--- src/hdl/scd_cfg.svh ---
// Constants of the storage card command decoder
`ifndef SCD_CFG_SVH
`define SCD_CFG_SVH

// Task-file write offsets
`define SCD_TF_FEAT 3'h1
`define SCD_TF_SC 3'h2
`define SCD_TF_SN 3'h3
`define SCD_TF_CYL_LO 3'h4
`define SCD_TF_CYL_HI 3'h5
`define SCD_TF_DH 3'h6
`define SCD_TF_CMD 3'h7

// Status bit positions
`define SCD_BSY 7
`define SCD_RDY 6
`define SCD_DSC 4
`define SCD_DRQ 3
`define SCD_ERR 0

// Status and error values
`define SCD_ST_RESET 8'h00
`define SCD_ST_BUSY 8'h80
`define SCD_ST_DONE 8'h50
`define SCD_ST_DRQ 8'h58
`define SCD_ST_ABORT 8'h51
`define SCD_ERR_NONE 8'h00
`define SCD_ERR_ABRT 8'h04
`define SCD_DIAG_SLAVE_NIB 4'h8

// Power-mode query answers in sector count
`define SCD_PWR_SLEEP_SC 8'h00
`define SCD_PWR_IDLE_SC 8'hff

// Opcodes handled inside the decoder
`define SCD_OP_PWR_A 8'h98
`define SCD_OP_PWR_B 8'he5
`define SCD_OP_DIAG 8'h90

// Sector count zero means this many sectors
`define SCD_SC_ZERO_LEN 9'h100

// Drive/head field layout
`define SCD_DH_LBA 6
`define SCD_DH_DRV 4

// Parameter-use mask bit positions
`define SCD_PU_FR 0
`define SCD_PU_SC 1
`define SCD_PU_SN 2
`define SCD_PU_CY 3
`define SCD_PU_DH 4
`define SCD_PU_LBA 5

`endif

--- src/hdl/scd_unused_guard.sv ---
// Holds no logic

--- src/hdl/scd_pkg.sv ---
// Types of the storage card command decoder
package scd_pkg;

    typedef enum logic [3:0] {
        SCD_IDLE = 4'b0001,
        SCD_DECODE = 4'b0010,
        SCD_EXEC = 4'b0100,
        SCD_DIAG = 4'b1000
    } scd_state_t;

    typedef struct packed {
        scd_state_t state;
        logic ready;
        logic [7:0] status;
        logic [7:0] error;
        logic [7:0] feat;
        logic [7:0] sc;
        logic [7:0] sn;
        logic [15:0] cyl;
        logic [7:0] dh;
        logic [7:0] opcode;
        logic irq;
        logic start;
        logic spec;
        logic [7:0] p_feat;
        logic [7:0] p_sc;
        logic [8:0] xlen;
        logic [7:0] p_sn;
        logic [15:0] p_cyl;
        logic p_drv;
        logic [3:0] p_head;
        logic lba;
        logic [5:0] mask;
    } scd_regs_t;

endpackage

--- src/hdl/scd_op_class.sv ---
// Opcode classifier: support and parameter use per command
`timescale 1ns/100ps
`include "scd_cfg.svh"

module scd_op_class
    import scd_pkg::*;
(
    input wire logic [7:0] opcode,
    output logic supported,
    output logic [5:0] use_mask,
    output logic dh_full,
    output logic cmd_spec
);

    // Mask order is {lba, dh, cy, sn, sc, fr}
    always_comb begin
        supported = 1'b1;
        use_mask = 6'h10;
        dh_full = 1'b0;
        cmd_spec = 1'b0;
        casez (opcode)
            // Media access with full addressing
            8'hc0, 8'hc8, 8'hc4, 8'h20, 8'h21, 8'h40, 8'h41, 8'h87,
            8'hca, 8'hc5, 8'h30, 8'h31, 8'h3c: begin
                use_mask = 6'h3e;
                dh_full = 1'b1;
            end
            8'h38: begin
                use_mask = 6'h3e;
                dh_full = 1'b1;
            end
            8'hcd: begin
                use_mask = 6'h3e;
                dh_full = 1'b1;
            end
            // Format track ignores sector number
            8'h50: begin
                use_mask = 6'h3a;
                dh_full = 1'b1;
            end
            // Seek family ignores sector count
            8'h7?: begin
                use_mask = 6'h3c;
                dh_full = 1'b1;
            end
            // Init parameters takes the head count
            8'h91: begin
                use_mask = 6'h12;
                dh_full = 1'b1;
                cmd_spec = 1'b1;
            end
            8'he3, 8'h97, 8'hc6: begin
                use_mask = 6'h12;
                cmd_spec = 1'b1;
            end
            8'hef: begin
                use_mask = 6'h11;
                cmd_spec = 1'b1;
            end
            // Key management variants are optional and absent
            8'hb9: begin
                supported = 1'b0;
                use_mask = 6'h1f;
            end
            // Cache flush, no-op and long transfers are absent
            8'he7, 8'h00, 8'h22, 8'h23, 8'h32, 8'h33: begin
                supported = 1'b0;
            end
            // Drive-select-only commands
            8'he5, 8'h98, 8'h90, 8'hec, 8'he1, 8'h95, 8'he4, 8'h1?,
            8'h03, 8'hf1, 8'hf2, 8'hf3, 8'hf4, 8'hf5, 8'hf6, 8'he6,
            8'h99, 8'he2, 8'h96, 8'he0, 8'h94, 8'he8: begin
                dh_full = 1'b0;
            end
            default: begin
                supported = 1'b0;
            end
        endcase
    end

endmodule

--- src/hdl/scd_decoder.sv ---
// Command decoder and task-file interpreter of the storage card
`timescale 1ns/100ps
`include "scd_cfg.svh"

// What this block does
// - Decode opcodes, use only meaningful registers
// - Support write without erase opcode
// - Support multiple write without erase
// - Sector count zero means 256 sectors
// - Head number ranges 0 to 15
// - Full usage takes drive and head
// - Drive-only usage ignores head field
// - Command-specific registers passed for command
// - Unused task-file registers are ignored
// - Block addressing for capable opcodes
// - Key management variants are unsupported
// - Skipped command completes with 0x50
// - Power query: two opcodes, drive only
// - Asleep power query loads count zero
// - Idle power query loads count ones
// - Card mode diagnostic only when selected
// - Emulation mode diagnostic ignores drive bit
// - Emulation mode master reports combined diagnostic status
// - Diagnostic result code in error register
// - Slave failure reported as 8Xh
// - Status bit layout, busy masks others
// - Primary status read clears interrupt
// - Cache flush ends as aborted
module scd_decoder
    import scd_pkg::*;
(
    input wire logic clk_sys,
    input wire logic nrst,
    input wire logic tf_wr_stb,
    input wire logic [2:0] tf_wr_addr,
    input wire logic [7:0] tf_wr_data,
    input wire logic status_rd_stb,
    input wire logic alt_status_rd_stb,
    input wire logic disk_emulation_mode,
    input wire logic card_drive_id,
    input wire logic is_master,
    input wire logic power_sleep,
    input wire logic skip_en,
    input wire logic [7:0] skip_opcode,
    input wire logic exec_done,
    input wire logic exec_drq,
    input wire logic exec_err,
    input wire logic [7:0] exec_err_code,
    input wire logic diag_done,
    input wire logic [7:0] diag_self_code,
    input wire logic slave_diag_fail,
    output logic [7:0] status_q,
    output logic [7:0] error_q,
    output logic [7:0] sector_count_field_q,
    output logic irq_q,
    output logic cmd_start_q,
    output logic [7:0] cmd_opcode_q,
    output logic cmd_spec_q,
    output logic [7:0] prm_feature_q,
    output logic [7:0] prm_sector_count_q,
    output logic [8:0] xfer_len_q,
    output logic [7:0] prm_sector_number_q,
    output logic [15:0] prm_cylinder_q,
    output logic prm_drive_q,
    output logic [3:0] prm_head_q,
    output logic lba_mode_q,
    output logic [5:0] use_mask_q
);

    scd_regs_t s_q;
    scd_regs_t s_d;
    logic cls_sup;
    logic [5:0] cls_mask;
    logic cls_dh_full;
    logic cls_spec;
    logic sel;
    logic is_pwr;
    logic is_diag;
    logic skip_hit;
    logic wr_ok;
    logic done_set;
    logic [8:0] xlen_calc;
    logic [7:0] diag_code;

    // Table lookup on the latched opcode
    scd_op_class u_cls (
        .opcode(s_q.opcode),
        .supported(cls_sup),
        .use_mask(cls_mask),
        .dh_full(cls_dh_full),
        .cmd_spec(cls_spec)
    );

    // Decode helpers on the latched task file
    assign sel = (s_q.dh[`SCD_DH_DRV] == card_drive_id);
    assign is_pwr = (s_q.opcode == `SCD_OP_PWR_A) || (s_q.opcode == `SCD_OP_PWR_B);
    assign is_diag = (s_q.opcode == `SCD_OP_DIAG);
    assign skip_hit = skip_en && (s_q.opcode == skip_opcode);
    // Writes are dropped while busy or working; the host keeps off anyway
    assign wr_ok = tf_wr_stb && s_q.ready && (s_q.state == SCD_IDLE);
    assign xlen_calc = (s_q.sc == 8'h00) ? `SCD_SC_ZERO_LEN : {1'b0, s_q.sc};

    // In emulation mode the master folds a failing slave into the upper nibble
    always_comb begin
        diag_code = diag_self_code;
        if (disk_emulation_mode && is_master && slave_diag_fail) begin
            diag_code = {`SCD_DIAG_SLAVE_NIB, diag_self_code[3:0]};
        end
    end

    // Next-state logic for the whole block
    always_comb begin
        s_d = s_q;
        s_d.start = 1'b0;
        done_set = 1'b0;
        // Ready comes up one cycle after reset release
        if (!s_q.ready) begin
            s_d.ready = 1'b1;
            s_d.status = `SCD_ST_DONE;
        end
        // Task-file writes
        if (wr_ok) begin
            if (tf_wr_addr == `SCD_TF_FEAT) begin
                s_d.feat = tf_wr_data;
            end else if (tf_wr_addr == `SCD_TF_SC) begin
                s_d.sc = tf_wr_data;
            end else if (tf_wr_addr == `SCD_TF_SN) begin
                s_d.sn = tf_wr_data;
            end else if (tf_wr_addr == `SCD_TF_CYL_LO) begin
                s_d.cyl[7:0] = tf_wr_data;
            end else if (tf_wr_addr == `SCD_TF_CYL_HI) begin
                s_d.cyl[15:8] = tf_wr_data;
            end else if (tf_wr_addr == `SCD_TF_DH) begin
                s_d.dh = tf_wr_data;
            end else if (tf_wr_addr == `SCD_TF_CMD) begin
                s_d.opcode = tf_wr_data;
                s_d.status = `SCD_ST_BUSY;
                s_d.state = SCD_DECODE;
            end
        end
        case (s_q.state)
            SCD_DECODE: begin
                s_d.state = SCD_IDLE;
                s_d.status = `SCD_ST_DONE;
                if (is_diag) begin
                    if (disk_emulation_mode || sel) begin
                        s_d.state = SCD_DIAG;
                        s_d.status = `SCD_ST_BUSY;
                    end
                end else if (!sel) begin
                    // Another card owns this command; stay silent
                    s_d.status = `SCD_ST_DONE;
                end else if (skip_hit) begin
                    s_d.error = `SCD_ERR_NONE;
                    done_set = 1'b1;
                end else if (!cls_sup) begin
                    s_d.status = `SCD_ST_ABORT;
                    s_d.error = `SCD_ERR_ABRT;
                    done_set = 1'b1;
                end else if (is_pwr) begin
                    // Only the drive bit matters here
                    s_d.sc = power_sleep ? `SCD_PWR_SLEEP_SC : `SCD_PWR_IDLE_SC;
                    s_d.error = `SCD_ERR_NONE;
                    done_set = 1'b1;
                end else begin
                    // Capture only registers marked used
                    s_d.mask = cls_mask;
                    s_d.spec = cls_spec;
                    s_d.p_feat = cls_mask[`SCD_PU_FR] ? s_q.feat : 8'h00;
                    s_d.p_sc = cls_mask[`SCD_PU_SC] ? s_q.sc : 8'h00;
                    s_d.xlen = cls_mask[`SCD_PU_SC] ? xlen_calc : 9'h000;
                    s_d.p_sn = cls_mask[`SCD_PU_SN] ? s_q.sn : 8'h00;
                    s_d.p_cyl = cls_mask[`SCD_PU_CY] ? s_q.cyl : 16'h0000;
                    s_d.p_drv = s_q.dh[`SCD_DH_DRV];
                    s_d.p_head = cls_dh_full ? s_q.dh[3:0] : 4'h0;
                    s_d.lba = cls_mask[`SCD_PU_LBA] && s_q.dh[`SCD_DH_LBA];
                    s_d.start = 1'b1;
                    s_d.status = `SCD_ST_BUSY;
                    s_d.state = SCD_EXEC;
                end
            end
            SCD_EXEC: begin
                // Data request drops busy so the host may move data
                s_d.status = exec_drq ? `SCD_ST_DRQ : `SCD_ST_BUSY;
                if (exec_done) begin
                    s_d.status = exec_err ? `SCD_ST_ABORT : `SCD_ST_DONE;
                    s_d.error = exec_err ? exec_err_code : `SCD_ERR_NONE;
                    done_set = 1'b1;
                    s_d.state = SCD_IDLE;
                end
            end
            SCD_DIAG: begin
                if (diag_done) begin
                    s_d.error = diag_code;
                    s_d.status = `SCD_ST_DONE;
                    done_set = 1'b1;
                    s_d.state = SCD_IDLE;
                end
            end
            // Idle keeps the state chosen by a command write
            SCD_IDLE: begin
            end
            default: begin
                s_d.state = SCD_IDLE;
            end
        endcase
        // Alternate status read leaves the pending flag alone
        if (status_rd_stb) begin
            s_d.irq = 1'b0;
        end
        // A completion in the same cycle as the read wins
        if (done_set) begin
            s_d.irq = 1'b1;
        end
    end

    // State register
    always_ff @(posedge clk_sys or negedge nrst) begin
        if (!nrst) begin
            s_q <= '{state: SCD_IDLE, status: `SCD_ST_RESET, error: `SCD_ERR_NONE, default: '0};
        end else begin
            s_q <= s_d;
        end
    end

    // Outputs straight from the state register
    assign status_q = s_q.status;
    assign error_q = s_q.error;
    assign sector_count_field_q = s_q.sc;
    assign irq_q = s_q.irq;
    assign cmd_start_q = s_q.start;
    assign cmd_opcode_q = s_q.opcode;
    assign cmd_spec_q = s_q.spec;
    assign prm_feature_q = s_q.p_feat;
    assign prm_sector_count_q = s_q.p_sc;
    assign xfer_len_q = s_q.xlen;
    assign prm_sector_number_q = s_q.p_sn;
    assign prm_cylinder_q = s_q.p_cyl;
    assign prm_drive_q = s_q.p_drv;
    assign prm_head_q = s_q.p_head;
    assign lba_mode_q = s_q.lba;
    assign use_mask_q = s_q.mask;
endmodule

--- config.mk ---
export PLATFORM = sky130hd
export DESIGN_NAME = scd_decoder
export DESIGN_NICKNAME = d
export VERILOG_FILES = /design/src/hdl/scd_unused_guard.sv /design/src/hdl/scd_pkg.sv /design/src/hdl/scd_op_class.sv /design/src/hdl/scd_decoder.sv
export VERILOG_INCLUDE_DIRS = /design/src /design/src/hdl
export SDC_FILE = /design/constraint.sdc
export NUM_CORES = 1
export LEC_CHECK = 0
export BUFFER_PORTS_ARGS = -buffer_cell sky130_fd_sc_hd__buf_2
export CAP_MARGIN = 10
export CORE_ASPECT_RATIO = 0.5
export CORE_MARGIN = 8
export CORE_UTILIZATION = 35
export DETAILED_ROUTE_END_ITERATION = 10
export PLACE_DENSITY = 0.66
export SYNTH_ARGS = -nofsm -noshare
export SYNTH_HDL_FRONTEND = slang
export SYNTH_SLANG_ARGS = --single-unit
--- constraint.sdc ---
create_clock -name clk_sys -period 3.15 [get_ports clk_sys]
set_input_delay 0.63 -clock clk_sys [delete_from_list [all_inputs] [get_ports clk_sys]]
set_output_delay 0.63 -clock clk_sys [all_outputs]
set_load 0.05 [all_outputs]
==> impl_metrics.xml <==
<?xml version="1.0" encoding="UTF-8"?>
<metrics>
  <group name="power_and_ir_drop">
    <metric name="power.ir.vdd_worst" unit="mV">0.384</metric>
    <metric name="total_leakage_power" unit="uW">0.00387</metric>
    <metric name="powerDensity" unit="nW/um^2">649</metric>
  </group>
  <group name="floorplanning">
    <metric name="fp.dieArea" unit="sq um">24600</metric>
    <metric name="ports" unit="">146</metric>
    <metric name="core_area" unit="sq um">19400</metric>
    <metric name="row_count" unit="">36</metric>
    <metric name="die_outline_height" unit="microns">115</metric>
    <metric name="die_x" unit="microns">214</metric>
    <metric name="initial_core_util" unit="%">35.5</metric>
  </group>
  <group name="critical_path">
    <metric name="top_fanout_value_on_the_critical_path" unit="">43</metric>
    <metric name="cp-start-kind" unit="">register</metric>
    <metric name="end_kind" unit="">register</metric>
    <metric name="criticalPathCategory" unit="">register to register</metric>
    <metric name="crit_path_cell_trace" unit="">or3b_2 -&gt; a2111oi_1 -&gt; buf_4 -&gt; or4_4 -&gt; o41a_4 -&gt; nand2_2 -&gt; buf_12 -&gt; mux2_2</metric>
    <metric name="req_time_crit_path" unit="ns">3.45</metric>
    <metric name="timing.critical_path.arrival" unit="ns">3.24</metric>
    <metric name="slowest_delay" unit="ns">0.63</metric>
    <metric name="cp_slowest_cell" unit="">sky130_fd_sc_hd__dfrtp_1</metric>
  </group>
  <group name="timing">
    <metric name="grt_setup_unrepaired" unit="">false</metric>
    <metric name="setup-violations-final" unit="">0</metric>
    <metric name="worst_slack" unit="ns">0.209</metric>
    <metric name="finalWorstPathRequiredPeriod" unit="ns">2.94</metric>
    <metric name="final.setup_skew" unit="ns">0.00803</metric>
    <metric name="timing_worst_slew_pin_value" unit="ns">0.740</metric>
    <metric name="slew_headroom" unit="%">50.0</metric>
    <metric name="hold_violations" unit="">0</metric>
    <metric name="clock.fmax" unit="GHz">0.340</metric>
    <metric name="timing.final.crit_share" unit="%">93.4</metric>
    <metric name="timing_max_transition_violations_final" unit="">0</metric>
    <metric name="final.setup.tns" unit="ns">0</metric>
  </group>
  <group name="flow_run">
    <metric name="maxCapViolCount" unit="">0</metric>
  </group>
  <group name="run_status">
    <metric name="run_status" unit="">finished clean</metric>
  </group>
  <group name="yosys">
    <metric name="synthDistinctLibCells" unit="">66</metric>
    <metric name="synthDominantCellAreaShare" unit="%">50.3</metric>
    <metric name="async_flop_share" unit="%">100</metric>
    <metric name="count_of_flip_flops_with_a_built_in_enable_after_synthesis" unit="">0</metric>
    <metric name="yosys_warnings" unit="">0</metric>
    <metric name="synth_cells" unit="">594</metric>
    <metric name="yosys-top-cells-area" unit="">sky130_fd_sc_hd__dfrtp_1 (50%), sky130_fd_sc_hd__buf_4 (9.9%), sky130_fd_sc_hd__mux2_2 (7.9%)</metric>
    <metric name="synthesis.nets" unit="">644</metric>
    <metric name="synth.avg_cell_area" unit="sq um">11.6</metric>
    <metric name="synth.cells.most_frequent" unit="">sky130_fd_sc_hd__dfrtp_1 (138), sky130_fd_sc_hd__buf_4 (91), sky130_fd_sc_hd__mux2_2 (48)</metric>
    <metric name="synth-seq-area-share" unit="%">50.7</metric>
    <metric name="yosys.area.top_type" unit="">sky130_fd_sc_hd__dfrtp_1</metric>
    <metric name="postSynthRegisterBits" unit="">139</metric>
    <metric name="synth_ff_type" unit="">sky130_fd_sc_hd__dfrtp_1</metric>
    <metric name="syn_area" unit="sq um">6870</metric>
    <metric name="post-synth-top-count-cell" unit="">sky130_fd_sc_hd__dfrtp_1</metric>
  </group>
  <group name="route">
    <metric name="route.antenna.remaining_nets" unit="">0</metric>
    <metric name="route.vias.total" unit="">4744</metric>
    <metric name="count_of_unresolved_drc_violations_after_routing" unit="">0</metric>
    <metric name="route.detailed.vias_per_inst" unit="">5.04</metric>
    <metric name="drt-wirelength-per-cell" unit="microns">18.5</metric>
    <metric name="detail_route.iter0.violations" unit="">314</metric>
    <metric name="totalWireLength" unit="microns">17400</metric>
    <metric name="first_pass_iters" unit="">4</metric>
  </group>
  <group name="cells_and_area">
    <metric name="area_growth" unit="%">15.3</metric>
    <metric name="nets" unit="">712</metric>
    <metric name="finalNonFillerCells" unit="">941</metric>
    <metric name="final_layout_size_suffix_gt1_share" unit="%">39.3</metric>
    <metric name="diodes" unit="">0</metric>
    <metric name="design_area" unit="sq um">7920</metric>
    <metric name="fill_cell_total_of_the_finished_layout" unit="">1841</metric>
  </group>
  <group name="clock_tree">
    <metric name="tritoncts.num_buffers" unit="">17</metric>
    <metric name="clk_root_buffer_cell" unit="">sky130_fd_sc_hd__clkbuf_16</metric>
    <metric name="hold_buffers" unit="">0</metric>
    <metric name="cts_post_setup_buffers_inserted" unit="">0</metric>
    <metric name="cts.clk_slew.worst_paths" unit="ns">0.06</metric>
    <metric name="clockBufferDepth" unit="">2</metric>
    <metric name="post_cts_resized" unit="">0</metric>
    <metric name="insertion_delay" unit="ns">0.42</metric>
    <metric name="clock_sink_count" unit="">139</metric>
    <metric name="htree_levels" unit="">4</metric>
    <metric name="cts_tree" unit="">built</metric>
  </group>
  <group name="global_routing">
    <metric name="via_count_of_the_first_global_routing_pass" unit="">4934</metric>
    <metric name="grt_first_pass_wirelength" unit="microns">27800</metric>
    <metric name="grtUsageTotal" unit="%">14.2</metric>
    <metric name="grt_remaining_overflow" unit="">0</metric>
    <metric name="number_of_antenna_violations_at_the_first_check_in_global_routing" unit="">0</metric>
    <metric name="grt_start_max_net_pins" unit="">70</metric>
  </group>
  <group name="placement">
    <metric name="placedCellCount" unit="">909</metric>
    <metric name="pre_cts_slack" unit="ns">0.210</metric>
    <metric name="place.gp.congestion" unit="">0.801</metric>
    <metric name="io_buffer_count" unit="">144</metric>
    <metric name="place_hpwl" unit="microns">12600</metric>
    <metric name="placed_inst_area" unit="sq um">7320</metric>
  </group>
  <group name="min_path">
    <metric name="timing.hold.worst.class" unit="">input port to asynchronous set/reset pin</metric>
  </group>
</metrics>
## layer usage
layer  track usage (%)  routed length (microns)
met5                 0                        0
met4              5.68                      319
met3              3.60                      937
met2              23.9                     8570
met1              17.5                     7620
## placed cells by master (no fill, tap or decap), types with 4 or more instances in the layout
cell type                     n
sky130_fd_sc_hd__buf_4       23
sky130_fd_sc_hd__a22o_1      34
sky130_fd_sc_hd__nor4b_1      5
sky130_fd_sc_hd__inv_1       21
sky130_fd_sc_hd__clkbuf_16   17
sky130_fd_sc_hd__dfrtp_1    138
sky130_fd_sc_hd__nor2_1      14
sky130_fd_sc_hd__nor4bb_1     4
sky130_fd_sc_hd__or3_1        4
sky130_fd_sc_hd__nand3b_1     6
sky130_fd_sc_hd__buf_2      143
sky130_fd_sc_hd__inv_8        6
sky130_fd_sc_hd__nand2_1     19
sky130_fd_sc_hd__nor3b_1      4
sky130_fd_sc_hd__and2_1       4
sky130_fd_sc_hd__nor2b_1      5
sky130_fd_sc_hd__mux2_2      48
sky130_fd_sc_hd__o2bb2ai_1   17
sky130_fd_sc_hd__a21o_1       5
sky130_fd_sc_hd__mux2i_1      9
sky130_fd_sc_hd__xnor2_1     10
sky130_fd_sc_hd__o21ai_0     24
sky130_fd_sc_hd__nor3_1       6
sky130_fd_sc_hd__o211ai_1     5
sky130_fd_sc_hd__nand2b_1    12
sky130_fd_sc_hd__and3_1       4
sky130_fd_sc_hd__a21oi_1     12
sky130_fd_sc_hd__nor4_1       5
sky130_fd_sc_hd__a22oi_1      7
## final timing paths
path / from / endpoint / slack (ns) / cells past startpoint
worst max-delay path: cmd_opcode_q[4]$_DFFE_PN0P_ / prm_drive_q$_DFFE_PN0P_ / 0.21 / 8
worst min-delay path: nrst / s_q[81]$_DFFE_PN0P_ / 0.21 / 1
worst max register to register: cmd_opcode_q[4]$_DFFE_PN0P_ / prm_drive_q$_DFFE_PN0P_ / 0.21 / 8
worst min register to register: use_mask_q[0]$_DFFE_PN0P_ / use_mask_q[0]$_DFFE_PN0P_ / 0.47 / 1
max in group asynchronous: nrst / xfer_len_q[4]$_DFFE_PN0P_ / 2.15 / 2
min in group clk_sys: exec_err_code[7] / error_q[7]$_DFFE_PN0P_ / 0.43 / 3
## flip-flops by register name, summed over array words and instances, names as in the netlist
register / count
cmd_opcode_q: 8
cmd_spec_q: 1
cmd_start_q: 1
error_q: 8
irq_q: 1
lba_mode_q: 1
prm_cylinder_q: 16
prm_drive_q: 1
prm_feature_q: 8
prm_head_q: 4
prm_sector_count_q: 8
prm_sector_number_q: 8
s_q: 43
sector_count_field_q: 8
status_q: 8
use_mask_q: 6
xfer_len_q: 9
## final cells by class
class	count	area, sq um	share of cell area [%]
tap	266	333	4.20
sequential	139	3480	43.9
timing repair buffer	169	940	11.9
inverter	21	78.8	0.995
clock buffer	17	425	5.37
clock inverter	15	178	2.24
multi-input combinational	314	2490	31.4
## metrics by stage
step / hold WS (ns) / utilization, % / total power, uW
after floorplan: 0.334 / - / 2880
after global placement: 0.444 / 37.8 / 3100
after detailed placement: 0.465 / 37.8 / 3130
after CTS: 0.229 / 40.9 / 5190
after global routing: 0.245 / 40.9 / 5370
final: 0.214 / 40.9 / 5140
## cell families (layout without fill, tap and decap cells)
family	count (synthesis)	count (layout)	synth area share (%)
flip-flops	139	139	50.7
buffers and inverters	141	222	13.2
AND/OR/NAND/NOR	115	115	10.5
XOR/XNOR	11	11	1.40
multiplexers	57	57	9.18
AO/OA/AOI/OAI	130	130	15.0
other	1	1	0.0546
## power breakdown
| group | internal [uW] | switching (uW) | total [uW] |
|---|---|---|---|
| Clock | 1200 | 843 | 2050 |
| Combinational | 387 | 571 | 958 |
| Sequential | 1960 | 183 | 2140 |
| Total | 3550 | 1600 | 5140 |
## worst max-delay path, delay by kind of cell, from the launching register on
family	cells	cell delay (ns)
compound gates	2	0.57
buf+inv	2	0.39
flops	1	0.63
mux	1	0.36
simple gates	3	0.88
Power figures use the tool's default switching activity.
